==> src/shared/pwlt_map.vh <==
`ifndef PWLT_MAP_VH
`define PWLT_MAP_VH
// Register addresses of the wake timer block.
`define PWLT_ADDR_EXPDIV 7'h14
`define PWLT_ADDR_MANT_HI 7'h15
`define PWLT_ADDR_MANT_LO 7'h16
`define PWLT_ADDR_VAL_HI 7'h17
`define PWLT_ADDR_VAL_LO 7'h18
`define PWLT_ADDR_LISTEN 7'h19
// Field positions inside the exponent and divider register.
`define PWLT_EXP_MSB 5
`define PWLT_EXP_LSB 2
`define PWLT_DIV_MSB 1
`define PWLT_DIV_LSB 0
// Reset values.
`define PWLT_RST_EXPDIV 8'h00
`define PWLT_RST_MANT_HI 8'h00
`define PWLT_RST_MANT_LO 8'h00
`define PWLT_RST_LISTEN 8'h00
// Each period unit is four low-frequency ticks times two to the exponent, given here as a shift of 2.
`define PWLT_TICKS_PER_UNIT 2
// Receiver on-time per wake in listen mode, in low-frequency ticks.
`define PWLT_LISTEN_ON_TICKS 16'h0010
`endif

==> src/hw/pwlt_timer.v <==
// Operation
// - Timer ticks come from the internal RC oscillator unless crystal selected.
// - Entering sleep with run enable set counts out the programmed wake period.
// - Expiry with wake interrupt enabled pulls the interrupt request pin.
// - Current 16-bit count is readable any time as high and low bytes.
// - Period is four times mantissa times two to the exponent ticks.
// - First period register holds exponent bits 5:2, divider bits 1:0, reset zero.
// - Mantissa split over high and low read/write registers, reset zero.
// - Expiry with interrupt enabled drives pin low and starts the main crystal.
// - With interrupt disabled, expiry only flags the pin; state is kept.
// - Crystal select turns general pin zero into the crystal connection.
// - With crystal selected every low-frequency user takes the crystal ticks.
// - Listen mode wakes receiver each period; no detection returns to sleep.
// - Preamble and sync found extends receiver on-time by listen window.
// - Listen window shares the period exponent field.
// - Listen window is length times four times two to the exponent ticks.
`timescale 1ns/1ns
`include "pwlt_map.vh"
module pwlt_timer
(
   input wire mclk, // System clock, 25 MHz.
   input wire rst, // Asynchronous reset, active high.
   input wire rc_tick, // One-cycle tick from the RC oscillator.
   input wire xtal_tick, // One-cycle tick from the external crystal.
   input wire reg_wr, // Register write strobe.
   input wire reg_rd, // Register read strobe.
   input wire [6:0] reg_addr, // Register address.
   input wire [7:0] reg_wdata, // Register write data.
   input wire run_enable, // Wake timer run enable.
   input wire wake_irq_enable, // Wake interrupt enable.
   input wire external_low_freq_crystal_select, // Use crystal ticks.
   input wire listen_enable, // Duty-cycled listen mode enable.
   input wire sleep_mode, // Chip is in sleep.
   input wire irq_clear, // Host has read the interrupt status.
   input wire preamble_valid, // Preamble detected.
   input wire sync_valid, // Sync word detected.
   output reg [7:0] reg_rdata, // Register read data.
   output reg interrupt_request_pin, // Interrupt request, active low.
   output reg wake_flag, // Wake status level for a general pin.
   output reg main_xtal_on, // Request to run the main crystal.
   output reg rx_on, // Receiver on in listen mode.
   output reg general_pin_zero_xtal // General pin zero is crystal pad.
);
   // Sequencer states.
   localparam ST_IDLE = 2'd0;
   localparam ST_COUNT = 2'd1;
   localparam ST_LISTEN = 2'd2;
   localparam ST_WINDOW = 2'd3;
   // Host registers and sequencer state.
   reg [7:0] expdiv_r;
   reg [7:0] mant_hi_r;
   reg [7:0] mant_lo_r;
   reg [7:0] listen_r;
   reg [1:0] state_r;
   reg [15:0] count_r;
   reg [20:0] pre_r;
   reg [15:0] on_r;
   reg [15:0] win_r;
   // Tick source, period fields and prescaler limit.
   wire lf_tick;
   wire [3:0] exp_w;
   wire [15:0] mant_w;
   wire [20:0] pre_lim_w;
   wire unit_tick;
   wire expire;
   wire found;
   // Next values of the registered state.
   reg [7:0] expdiv_nxt;
   reg [7:0] mant_hi_nxt;
   reg [7:0] mant_lo_nxt;
   reg [7:0] listen_nxt;
   reg [1:0] state_nxt;
   reg [15:0] count_nxt;
   reg [20:0] pre_nxt;
   reg [15:0] on_nxt;
   reg [15:0] win_nxt;
   reg rx_on_nxt;
   reg irq_pin_nxt;
   reg wake_flag_nxt;
   reg main_xtal_nxt;
   reg [7:0] rdata_nxt;
   // Decoded helpers.
   wire [15:0] count_inc_w;
   wire [15:0] on_inc_w;
   wire [15:0] win_inc_w;
   wire wake_event;
   wire listen_done;
   wire window_done;
   wire wr_expdiv;
   wire wr_mant_hi;
   wire wr_mant_lo;
   wire wr_listen;
   // Select the low-frequency tick source.
   assign lf_tick = external_low_freq_crystal_select ? xtal_tick : rc_tick;
   assign exp_w = expdiv_r[`PWLT_EXP_MSB:`PWLT_EXP_LSB];
   assign mant_w = {mant_hi_r, mant_lo_r};
   // Prescaler of four times two to the exponent ticks forms one unit.
   assign pre_lim_w = (21'd1 << (exp_w + 5'd`PWLT_TICKS_PER_UNIT)) - 21'd1;
   // A unit ends on the tick that wraps the prescaler.
   assign unit_tick = lf_tick && (pre_r == pre_lim_w);
   // The period expires on its last unit; a zero mantissa acts as one.
   assign expire = unit_tick && (count_r + 16'd1 >= mant_w);
   assign found = preamble_valid && sync_valid;
   // Running counts plus one, used by the increments and by the on-time and window compares.
   assign count_inc_w = count_r + 16'h0001;
   assign on_inc_w = on_r + 16'h0001;
   assign win_inc_w = win_r + 16'h0001;
   // A wake event is an expiry while a period is being counted out.
   assign wake_event = (state_r == ST_COUNT) && expire;
   // The plain receiver on-time ends on its last low-frequency tick.
   assign listen_done = lf_tick && (on_inc_w >= `PWLT_LISTEN_ON_TICKS);
   // The extended window ends on the last unit of the window length.
   assign window_done = unit_tick && (win_inc_w >= {8'h00, listen_r});
   // One write strobe per writable register; the value registers ignore writes.
   assign wr_expdiv = reg_wr && (reg_addr == `PWLT_ADDR_EXPDIV);
   assign wr_mant_hi = reg_wr && (reg_addr == `PWLT_ADDR_MANT_HI);
   assign wr_mant_lo = reg_wr && (reg_addr == `PWLT_ADDR_MANT_LO);
   assign wr_listen = reg_wr && (reg_addr == `PWLT_ADDR_LISTEN);
   // Next values of the host registers.
   always @*
   begin
      expdiv_nxt = expdiv_r;
      mant_hi_nxt = mant_hi_r;
      mant_lo_nxt = mant_lo_r;
      listen_nxt = listen_r;
      // The top two bits of the exponent register are not stored.
      if (wr_expdiv)
         expdiv_nxt = {2'b00, reg_wdata[5:0]};
      // The mantissa halves are written one byte at a time.
      if (wr_mant_hi)
         mant_hi_nxt = reg_wdata;
      if (wr_mant_lo)
         mant_lo_nxt = reg_wdata;
      // The listen window length shares the exponent of the period.
      if (wr_listen)
         listen_nxt = reg_wdata;
   end
   // Register writes.
   always @(posedge mclk or posedge rst)
   begin
      if (rst)
      begin
         expdiv_r <= `PWLT_RST_EXPDIV;
         mant_hi_r <= `PWLT_RST_MANT_HI;
         mant_lo_r <= `PWLT_RST_MANT_LO;
         listen_r <= `PWLT_RST_LISTEN;
      end
      else
      begin
         expdiv_r <= expdiv_nxt;
         mant_hi_r <= mant_hi_nxt;
         mant_lo_r <= mant_lo_nxt;
         listen_r <= listen_nxt;
      end
   end
   // Read multiplexer; unmapped addresses read zero.
   always @*
   begin
      rdata_nxt = 8'h00;
      // Period registers read back as stored.
      if (reg_addr == `PWLT_ADDR_EXPDIV)
         rdata_nxt = expdiv_r;
      else if (reg_addr == `PWLT_ADDR_MANT_HI)
         rdata_nxt = mant_hi_r;
      else if (reg_addr == `PWLT_ADDR_MANT_LO)
         rdata_nxt = mant_lo_r;
      // The count bytes are read live, so the two halves are not latched together.
      else if (reg_addr == `PWLT_ADDR_VAL_HI)
         rdata_nxt = count_r[15:8];
      else if (reg_addr == `PWLT_ADDR_VAL_LO)
         rdata_nxt = count_r[7:0];
      else if (reg_addr == `PWLT_ADDR_LISTEN)
         rdata_nxt = listen_r;
   end
   // Read data is captured on the read strobe and held until the next read.
   always @(posedge mclk or posedge rst)
   begin
      if (rst)
         reg_rdata <= 8'h00;
      else if (reg_rd)
         reg_rdata <= rdata_nxt;
   end
   // Prescaler: wraps after one unit and is held at zero while the sequencer is idle.
   always @*
   begin
      if (state_r == ST_IDLE)
         pre_nxt = 21'h0_0000;
      else if (lf_tick && (pre_r == pre_lim_w))
         pre_nxt = 21'h0_0000;
      else if (lf_tick)
         pre_nxt = pre_r + 21'h0_0001;
      else
         pre_nxt = pre_r;
   end
   // Prescaler register.
   always @(posedge mclk or posedge rst)
   begin
      if (rst)
         pre_r <= 21'h0_0000;
      else
         pre_r <= pre_nxt;
   end
   // Next state of the wake timer and listen sequencer.
   always @*
   begin
      // By default every register keeps its value.
      state_nxt = state_r;
      count_nxt = count_r;
      on_nxt = on_r;
      win_nxt = win_r;
      rx_on_nxt = rx_on;
      case (state_r)
         ST_IDLE:
         begin
            // Idle: the counter is held at zero until sleep with run enable.
            count_nxt = 16'h0000;
            if (sleep_mode && run_enable)
               state_nxt = ST_COUNT;
         end
         ST_COUNT:
         begin
            // Counting out a period, asleep or awake; clearing run enable stops it.
            if (!run_enable)
               state_nxt = ST_IDLE;
            else if (expire)
            begin
               count_nxt = 16'h0000;
               if (listen_enable)
               begin
                  state_nxt = ST_LISTEN;
                  rx_on_nxt = 1'b1;
                  on_nxt = 16'h0000;
               end
            end
            else if (unit_tick)
               count_nxt = count_inc_w;
         end
         ST_LISTEN:
         begin
            // The period keeps running while the receiver listens.
            if (expire)
               count_nxt = 16'h0000;
            else if (unit_tick)
               count_nxt = count_inc_w;
            // A packet found opens the window; otherwise the on-time runs out.
            if (found)
            begin
               state_nxt = ST_WINDOW;
               win_nxt = 16'h0000;
            end
            else if (lf_tick)
            begin
               on_nxt = on_inc_w;
               if (listen_done)
               begin
                  rx_on_nxt = 1'b0;
                  state_nxt = ST_COUNT;
               end
            end
         end
         default:
         begin
            // The period keeps running while the window is open.
            if (expire)
               count_nxt = 16'h0000;
            else if (unit_tick)
               count_nxt = count_inc_w;
            // The window lasts the programmed number of units.
            if (unit_tick)
            begin
               win_nxt = win_inc_w;
               if (window_done)
               begin
                  rx_on_nxt = 1'b0;
                  state_nxt = ST_COUNT;
               end
            end
         end
      endcase
   end
   // Sequencer registers.
   always @(posedge mclk or posedge rst)
   begin
      if (rst)
      begin
         state_r <= ST_IDLE;
         count_r <= 16'h0000;
         on_r <= 16'h0000;
         win_r <= 16'h0000;
         rx_on <= 1'b0;
      end
      else
      begin
         state_r <= state_nxt;
         count_r <= count_nxt;
         on_r <= on_nxt;
         win_r <= win_nxt;
         rx_on <= rx_on_nxt;
      end
   end
   // Next values of the interrupt pin, wake flag and main crystal request.
   always @*
   begin
      irq_pin_nxt = interrupt_request_pin;
      wake_flag_nxt = wake_flag;
      main_xtal_nxt = main_xtal_on;
      // A wake event wins over a clear that falls in the same cycle.
      if (wake_event && wake_irq_enable)
         irq_pin_nxt = 1'b0;
      else if (irq_clear)
         irq_pin_nxt = 1'b1;
      // The wake flag is raised on every expiry in the counting state, enabled or not.
      if (wake_event)
         wake_flag_nxt = 1'b1;
      else if (irq_clear)
         wake_flag_nxt = 1'b0;
      // Only an enabled wake starts the main crystal; it stays on until the
      // host has taken the interrupt while awake, so its clock stays available.
      if (wake_event && wake_irq_enable)
         main_xtal_nxt = 1'b1;
      else if (!sleep_mode && irq_clear)
         main_xtal_nxt = 1'b0;
   end
   // Output registers; the pad mode follows the crystal select one cycle later.
   always @(posedge mclk or posedge rst)
   begin
      if (rst)
      begin
         interrupt_request_pin <= 1'b1;
         wake_flag <= 1'b0;
         main_xtal_on <= 1'b0;
         general_pin_zero_xtal <= 1'b0;
      end
      else
      begin
         interrupt_request_pin <= irq_pin_nxt;
         wake_flag <= wake_flag_nxt;
         main_xtal_on <= main_xtal_nxt;
         general_pin_zero_xtal <= external_low_freq_crystal_select;
      end
   end
endmodule // pwlt_timer

==> config.mk <==
export PLATFORM = sky130hd
export DESIGN_NAME = pwlt_timer
export DESIGN_NICKNAME = d
export VERILOG_FILES = /design/src/hw/pwlt_timer.v
export VERILOG_INCLUDE_DIRS = /design/src /design/src/shared
export SDC_FILE = /design/constraint.sdc
export NUM_CORES = 1
export LEC_CHECK = 0
export ABC_CLOCK_PERIOD_IN_PS = 5200
export BUFFER_PORTS_ARGS = -buffer_cell sky130_fd_sc_hd__buf_2
export CORE_AREA = 2 2 119 121
export DETAILED_ROUTE_END_ITERATION = 16
export DIE_AREA = 0 0 121 123
export PLACE_DENSITY = 0.87
export RECOVER_POWER = 100
export SLEW_MARGIN = 10
export SYNTH_ARGS = -nofsm -noshare
export SYNTH_HDL_FRONTEND = slang
export SYNTH_SLANG_ARGS = --single-unit
==> constraint.sdc <==
create_clock -name mclk -period 5.2 [get_ports mclk]
set_input_delay 1.04 -clock mclk [delete_from_list [all_inputs] [get_ports mclk]]
set_output_delay 1.04 -clock mclk [all_outputs]
set_load 0.1 [all_outputs]
Yosys cells after proc, flatten, opt, wreduce, memory -nomap -nowiden:

Cells that the tools add are included.

* bitwise gates (word level): 2
* reduce and logical (&&, ||, !) cells: 30
* equality and inequality tests: 21
* $lt $le $gt $ge: 3
* shift operators: 1
* add/sub/neg operators: 6
* multiplexer cells: 48

Operator list (count)
* two-way mux 16 bit: 10
* one-hot mux 16 bit (2 select lines): 3
* two-way mux 21 bit: 3
* adder 16 x 1 -> 16 bit, second input constant: 3
* two-way mux 8 bit: 6
* equality test 7 x 5 -> 1 bit, second input constant: 6
* adder 21 x 1 -> 21 bit, second input constant: 1
* equality test 21 bit: 1
* << shifter 1 x 5 -> 21 bit, first input constant: 1
* subtractor 21 x 1 -> 21 bit, second input constant: 1
* two-way mux 2 bit: 9
* >= comparator 16 bit: 1
* >= comparator 16 x 5 -> 1 bit, second input constant: 1
* >= comparator 16 x 8 -> 1 bit: 1
* two-way mux 1 bit: 15
* inequality test 2 bit, second input constant: 7
* logical AND 1 bit: 13
* inequality test 3 bit, second input constant: 4
* nonzero test 2 bit: 5
* AND reduction 9 bit: 1
* nonzero test 3 bit: 3
* nonzero test 4 bit: 2
* AND reduction 7 bit: 1
* one-hot mux 2 bit (3 select lines): 1
* other kinds (11): 12

* input bits: 29
* register bits after elaboration: 114

Logic depth before layout (Yosys ltp):

Gate-level depths: netlist (run 1).

* depth after elaboration: 9
* gate-level depth with buffers: 20
* mapped depth without buffers: 16

Worst setup path after synthesis (run 1):

OpenSTA, ideal clock, no wires.

* path type: register to register
* from: register expdiv_r[3]
* to: register rx_on
* required time: 5.123 ns
* buffers on the path: 1
* arrival time: 4.345 ns
* stages on the path, launching flop included: 15
* setup slack: 0.777 ns
* period minus slack after synthesis: 4.423 ns
* library setup time: 0.077 ns
* cells stage by stage: dfrtp_1 -> ha_1 -> buf_2 -> a211oi_1 -> inv_1 -> ha_1 -> xnor2_1 -> a2111o_1 -> a2111oi_2 -> or3b_1 -> or4b_4 -> nor4_4 -> o21bai_1 -> or4b_1 -> a21oi_1

* cells in the longest elaborated chain, start to end: 8
* elaborated cells on any way between the ends: 11
* those cells by class: 2 x add/sub; 2 x eq/ne; 1 x shift; 6 x reduce/logical

Ends and longest elaborated chain
* from (decl): RTL line pwlt_timer.v:50 `reg [7:0] expdiv_r;`
* from (signal assigned): RTL line pwlt_timer.v:143 `` expdiv_r <= `PWLT_RST_EXPDIV; ``
* from (signal assigned): RTL line pwlt_timer.v:150 `expdiv_r <= expdiv_nxt;`
* adder 4 x 2 -> 5 bit (no source line) *
* << shifter 1 x 5 -> 21 bit *: RTL line pwlt_timer.v:98 `` assign pre_lim_w = (21'd1 << (exp_w + 5'd`PWLT_TICKS_PER_UNIT)) - 21'd1; ``
* subtractor 21 x 1 -> 21 bit *: RTL line pwlt_timer.v:98
* equality test 21 bit *: RTL line pwlt_timer.v:100 `assign unit_tick = lf_tick && (pre_r == pre_lim_w);`
* logical AND 1 bit *: RTL line pwlt_timer.v:100
* logical AND 1 bit (on tied branches): RTL line pwlt_timer.v:102, pwlt_timer.v:113
* inequality test 2 bit (no source line) / nonzero test 3 bit (equally long branches)
* AND reduction 9 bit (no source line) *
* to (signal assigned): RTL line pwlt_timer.v:298 `rx_on <= rx_on_nxt;`
* to (decl): RTL line pwlt_timer.v:41 `output reg rx_on,`

Every way passes the cells marked *; elsewhere a longest branch is shown, timed or not.
A chain may end at the register's enable or synchronous reset.

Worst setup path after layout (run 1):

Ends and elaborated chain as after synthesis.

==> run metrics, run 1 <==
status=finished, violations left; failing checks=capacitance limit, slew limit; Post-Place Setup Slack=0.4520 ns; final worst slack=0.3484 ns; DR vias=7063; Final Setup Violations=0; final hold violations=0; top-count cell post-synth=dfrtp_1; antenna violations before repair=0; Hold WC Path Type=flop to flop; GR Util All Layers=0.2738; period utilization=0.9330; Synth area leaders=dfrtp_1 (36%), ha_1 (5.5%), mux2i_1 (4.8%); vias in the first global route=6598; max cap viols=2; fin. max-slew vios=109; H-tree Lvls=4; Core ar.=13610 um^2; die area=14880 um^2; post-route setup TNS=0 ns; DRC=0; CP startpoint kind=flop; Layout Area Growth over Synthesis=10.75%; final hold slack=0.5039 ns; Synth Register Bits=114; initial DRC count=627; dpl hpwl=13.61 mm; CTS Root Cell=clkbuf_16; WS Path Type=flop to flop; Synthesized Nets=987; Initial Utilization=0.5834; Rows=43; Yosys warnings=0; final instance area=8795 um^2; iteration count of the initial detailed-routing pass=5; Clock Skews=0.01151 ns; Synth Instances=923; flop2flop setup slack=0.35 ns; fin crit period=4.852 ns; ratio of total power to cell area=356.0 nW/um^2; Worst Tran Pin Value=3.366 ns; post-synthesis instance area=7941 um^2; CTS Sinks=114; final wirelength=19.50 mm; Arr. time, crit path=5.20 ns; RSZ-0062 raised after global routing=false; Final Util=0.6461; vias per std cell=6.207; Avg WL per Cell=17.13 um; first-pass GRT wire length=32.31 mm; Crit Path Max Fanout=22; Pleak=0.003805 uW; GP Congestion=0.9617; Yosys cell types=71; syn avg cell area=8.604 um^2; antenna cells=0; EDFF count, synth=0; CTS Buf Count=17; largest net degree at the start of global routing=79; WP data required=5.55 ns; share of layout cells above drive strength 1=0.1086; VDD IR-drop max=0.2797 mV; maximum clock insertion buffer count=2; IO Count=42; global route overflow=0; Final #Nets=1010; Slew HR=-1.257; I/O Buffers=41; CP endpoint kind=flop; Yosys top cell by area=dfrtp_1; CTS tree=yes; die width=121 um; Chip Height=123 um; Clock transition at path regs=0.05 ns; top_reg_cell synth=dfrtp_1; sequential area share after synthesis=0.3594; top cell type's share of synthesized area=0.3561; ys async rst share=1.000; fmax=206.1 MHz; clk_lat worst skew=0.43 ns; Area after DPL=8279 um^2; fill cell count=1086; DRT antenna net count=0; most common library cells after synthesis=dfrtp_1 (113), nand2_1 (95), nor2_1 (78)
where the power goes:
group	switching, uW	internal (uW)	leakage [uW]	total (uW)
combinational	630	326	0.00201	956
sequential	101	964	0.00152	1070
clock	397	712	0.000280	1110
critical path, cell delays in order (launching register included):
cell and delay, ns:
dfrtp_1 0.35, ha_1 0.18, buf_4 0.24, nand3b_1 0.13, a211oi_1 0.37, inv_1 0.08, ha_1 0.31, xnor2_1 0.13
a2111o_1 0.37, a2111oi_0 0.50, or3b_1 0.40, or4b_4 0.52, nor4_4 0.43, o21bai_1 0.14, or4b_1 0.48, a21oi_1 0.15
cells in the final DEF (no fill, tap or decap), types with 13 or more instances in the layout:
| cell | count |
|---|---|
| clkbuf_16 | 17 |
| inv_1 | 45 |
| buf_2 | 26 |
| nand4_1 | 15 |
| o211ai_1 | 19 |
| ha_1 | 35 |
| xnor2_1 | 30 |
| a21oi_1 | 35 |
| mux2i_1 | 38 |
| mux2_2 | 25 |
| nand3_1 | 45 |
| nor2_1 | 78 |
| nor3_1 | 18 |
| nand2_1 | 95 |
| nand2b_1 | 17 |
| xor2_1 | 22 |
| and3_1 | 15 |
| dfrtp_1 | 113 |
| o21ai_0 | 58 |
| or3_1 | 13 |
| clkbuf_1 | 20 |
final timing paths:
kind | cells past startpoint | start | endpoint
worst max-delay path | 15 | expdiv_r[3] | rx_on
worst min register to register | 1 | expdiv_r[0] | expdiv_r[0]
max in group asynchronous | 3 | rst | on_r[5]
min in group asynchronous | 2 | rst | reg_rdata[3]
worst min-delay path | 1 | expdiv_r[0] | expdiv_r[0]
worst max register to register | 15 | expdiv_r[3] | rx_on
kinds of logic (layout without fill, tap and decap cells):
family | after synthesis | after routing | synth area share
flip-flops | 114 | 114 | 0.3594
buffers and inverters | 98 | 133 | 0.04947
AO/OA/AOI/OAI | 200 | 200 | 0.1645
multiplexers | 64 | 64 | 0.08476
adder cells (fa/ha/maj) | 35 | 35 | 0.05514
XOR/XNOR | 52 | 52 | 0.05735
AND/OR/NAND/NOR | 360 | 360 | 0.2294
per-stage QoR:
step	cells	power, uW
3_5_place_dp	1107	2022
4_1_cts	1138	3136
5_1_grt	1138	3292
6_report	1138	3131
2_1_floorplan	923	1794
3_3_place_gp	1107	2000
layer usage:
layer | vias to the layer above | wire, um | global-route usage
met3 | 37 | 1228 | 0.06365
met2 | 256 | 9187 | 0.4375
met1 | 3410 | 8656 | 0.3620
met5 | - | 0 | 0
met4 | 0 | 425 | 0.1068
li1 | 3360 | - | -
registers in the layout, summed over array words and instances, names as in the netlist:
| name | count |
|---|---|
| reg_rdata | 8 |
| mant_lo_r | 8 |
| count_r | 16 |
| general_pin_zero_xtal | 1 |
| state_r | 2 |
| wake_flag | 1 |
| mant_hi_r | 8 |
| expdiv_r | 6 |
| interrupt_request_pin | 1 |
| win_r | 16 |
| main_xtal_on | 1 |
| rx_on | 1 |
| on_r | 16 |
| pre_r | 21 |
| listen_r | 8 |
layout make-up:
cell class | instances | area, um^2 | share of cell area
Multi-Input combinational cell | 711 | 4692 | 0.5335
Sequential cell | 114 | 2854 | 0.3245
Clock buffer | 26 | 509.2 | 0.05790
Timing Repair Buffer | 56 | 290.3 | 0.03301
Tap cell | 180 | 225.2 | 0.02561
Inverter | 46 | 173.9 | 0.01978
Clock inverter | 5 | 50.05 | 0.005691
repair_timing:
action	4_1_cts	5_1_grt
resized for setup	0	1
endpoints found under the setup margin	0	2
hold buffers	0	0
hold endpoints to repair	0	0
setup buffers	0	0
(Power assumes the default switching activity.)
==> run 2: changes to the inputs <==
CAP_MARGIN = 40   (was not set)
CORE_AREA = 2 2 124 126   (was 2 2 119 121)
DIE_AREA = 0 0 126 128   (was 0 0 121 123)
PLACE_DENSITY = 0.81   (was 0.87)
==> run metrics, run 2 (synthesis gave the netlist of run 1 again) <==
WS Path Type=flop to flop; dpl hpwl=13.79 mm (+1.3%); Crit path top cell by count=ha_1; DRC=0 (unchanged); GP Congestion=0.9464 (-1.6%); DR vias=7028 (-0.50%); Top delay family on crit path=simple AND/OR/NAND/NOR gates; share of layout cells above drive strength 1=0.1121 (+0.003590); Core ar.=14860 um^2 (+9.2%); DRT antenna net count=0 (unchanged); GR Util All Layers=0.2549 (-0.01893); antenna violations before repair=0 (unchanged); maximum clock insertion buffer count=2 (unchanged); Layout Area Growth over Synthesis=11.11%; max cap viols=3 (+1); period utilization=0.9432 (+0.01017); Cells after DPL=1119 (+1.1%); initial DRC count=850 (+36%); ratio of total power to cell area=355.4 nW/um^2 (-0.18%); CP endpoint kind=flop; status=finished, violations left; failing checks=capacitance limit, slew limit; Hold WC Path Type=flop to flop; Clock Skews=0.008219 ns (-0.003293 ns); I/O Buffers=41 (unchanged); hold-fix buffer count after cts=0 (unchanged); CTS Root Cell=clkbuf_16; vias in the first global route=6780 (+2.8%); Initial Utilization=0.5343 (-0.04916); WP data required=5.50 ns (-0.05 ns); Chip Height=128 um (+4.1%); die area=16130 um^2 (+8.4%); iteration count of the initial detailed-routing pass=6 (+1); CP peak stage delay=0.72 ns (+0.20 ns); max reg flops=21 (unchanged); Rows=45 (+4.7%); first-pass GRT wire length=33.44 mm (+3.5%); Worst Tran Pin Value=2.199 ns (-1.167 ns); final hold violations=0 (unchanged); fmax=203.9 MHz (-1.1%); final cell count without fillers=1151 (+1.1%); Clock transition at path regs=0.05 ns (about the same); CP Buf/Inv Count=2 (unchanged); Final #Nets=1014 (+0.40%); Avg WL per Cell=17.26 um (+0.76%); most frequent cells in the layout=dfrtp_1 (113), nand2_1 (95), nor2_1 (78); commonest non-fill, non-tap cell in the layout=dfrtp_1; Reg with most FFs=pre_r; Slew HR=-0.4660 (+0.7905); CTS tree=yes; Final Setup Violations=0 (unchanged); RSZ-0062 raised after global routing=false; largest net degree at the start of global routing=45 (-43%); fin crit period=4.904 ns (+0.05291 ns); vias per std cell=6.106 (-1.6%); IO Count=42 (unchanged); Arr. time, crit path=5.21 ns (about the same); post-route setup TNS=0 ns (unchanged); VDD IR-drop max=0.2416 mV (-14%); cells along the critical path=ha_1, buf_4, nand3b_1, a211oi_1, inv_1, ha_1, or3b_2, a21oi_1, o221ai_1, xor2_1, o211ai_1, or4_1, o31a_1, or2_2, mux2_2; antenna cells=0 (unchanged); final wirelength=19.87 mm (+1.9%); die width=126 um (+4.1%); CP startpoint kind=flop; H-tree Lvls=4 (unchanged); global route overflow=0 (unchanged); Pleak=0.003806 uW (about the same); CTS Sinks=114 (unchanged); flop2flop setup slack=0.30 ns (-0.05 ns); crit path max-delay cell type=or4_1; clk_lat worst skew=0.42 ns (about the same); fill cell count=1264 (+16%); CTS Buf Count=17 (unchanged); Crit Path Max Fanout=22 (unchanged); fin. max-slew vios=70 (-36%)
## run 2: metal layers
metal	vias up	global-route usage	share of wire
met2	223	0.4092	0.47
met3	39	0.05634	0.054
met5	-	0	0
met4	0	0.08920	0.020
met1	3393	0.3421	0.46
li1	3373	-	-
## run 2: where the power goes
part	switching [uW]	internal, uW	total, uW
sequential	97.3	964	1060
clock	412	689	1100
combinational	648	326	974
## run 2: area by class of cell
cell class,instances,area (um^2),share of cell area
timing repair buffer,60,319.1,0.03616
tap,188,235.2,0.02666
inverter,46,173.9,0.01971
multi-input combinational,711,4683,0.5308
sequential,114,2854,0.3235
clock inverter,10,83.83,0.009501
clock buffer,22,474.2,0.05374
## run 2: through the flow
stage	hold slack [ns]	worst slack, ns	instance area (um^2)	util	power, uW
3_5_place_dp	0.4964	0.3035	8338	0.5609	2040
5_1_grt	0.5262	0.04353	8823	0.5936	3294
3_3_place_gp	0.4897	0.4980	8297	0.5582	2012
4_1_cts	0.5084	0.2446	8896	0.5985	3150
6_report	0.5096	0.2955	8823	0.5936	3136
2_1_floorplan	0.4794	0.7771	7941	-	1794
## run 2: repair_timing
item                       in CTS  in global routing
gates resized for setup         0                  1
buffers inserted                0                  0
setup endpoints to repair       0                  6
## run 2: path summary, 6_finish.rpt
check                             from     endpoint  cells after the start
max in group asynchronous          rst    win_r[11]                      4
hold reg to reg            expdiv_r[0]  expdiv_r[0]                      1
setup reg to reg           expdiv_r[3]      on_r[0]                     15
setup / recovery           expdiv_r[3]      on_r[0]                     15
hold / removal             expdiv_r[0]  expdiv_r[0]                      1
min in group asynchronous          rst    pre_r[20]                      2
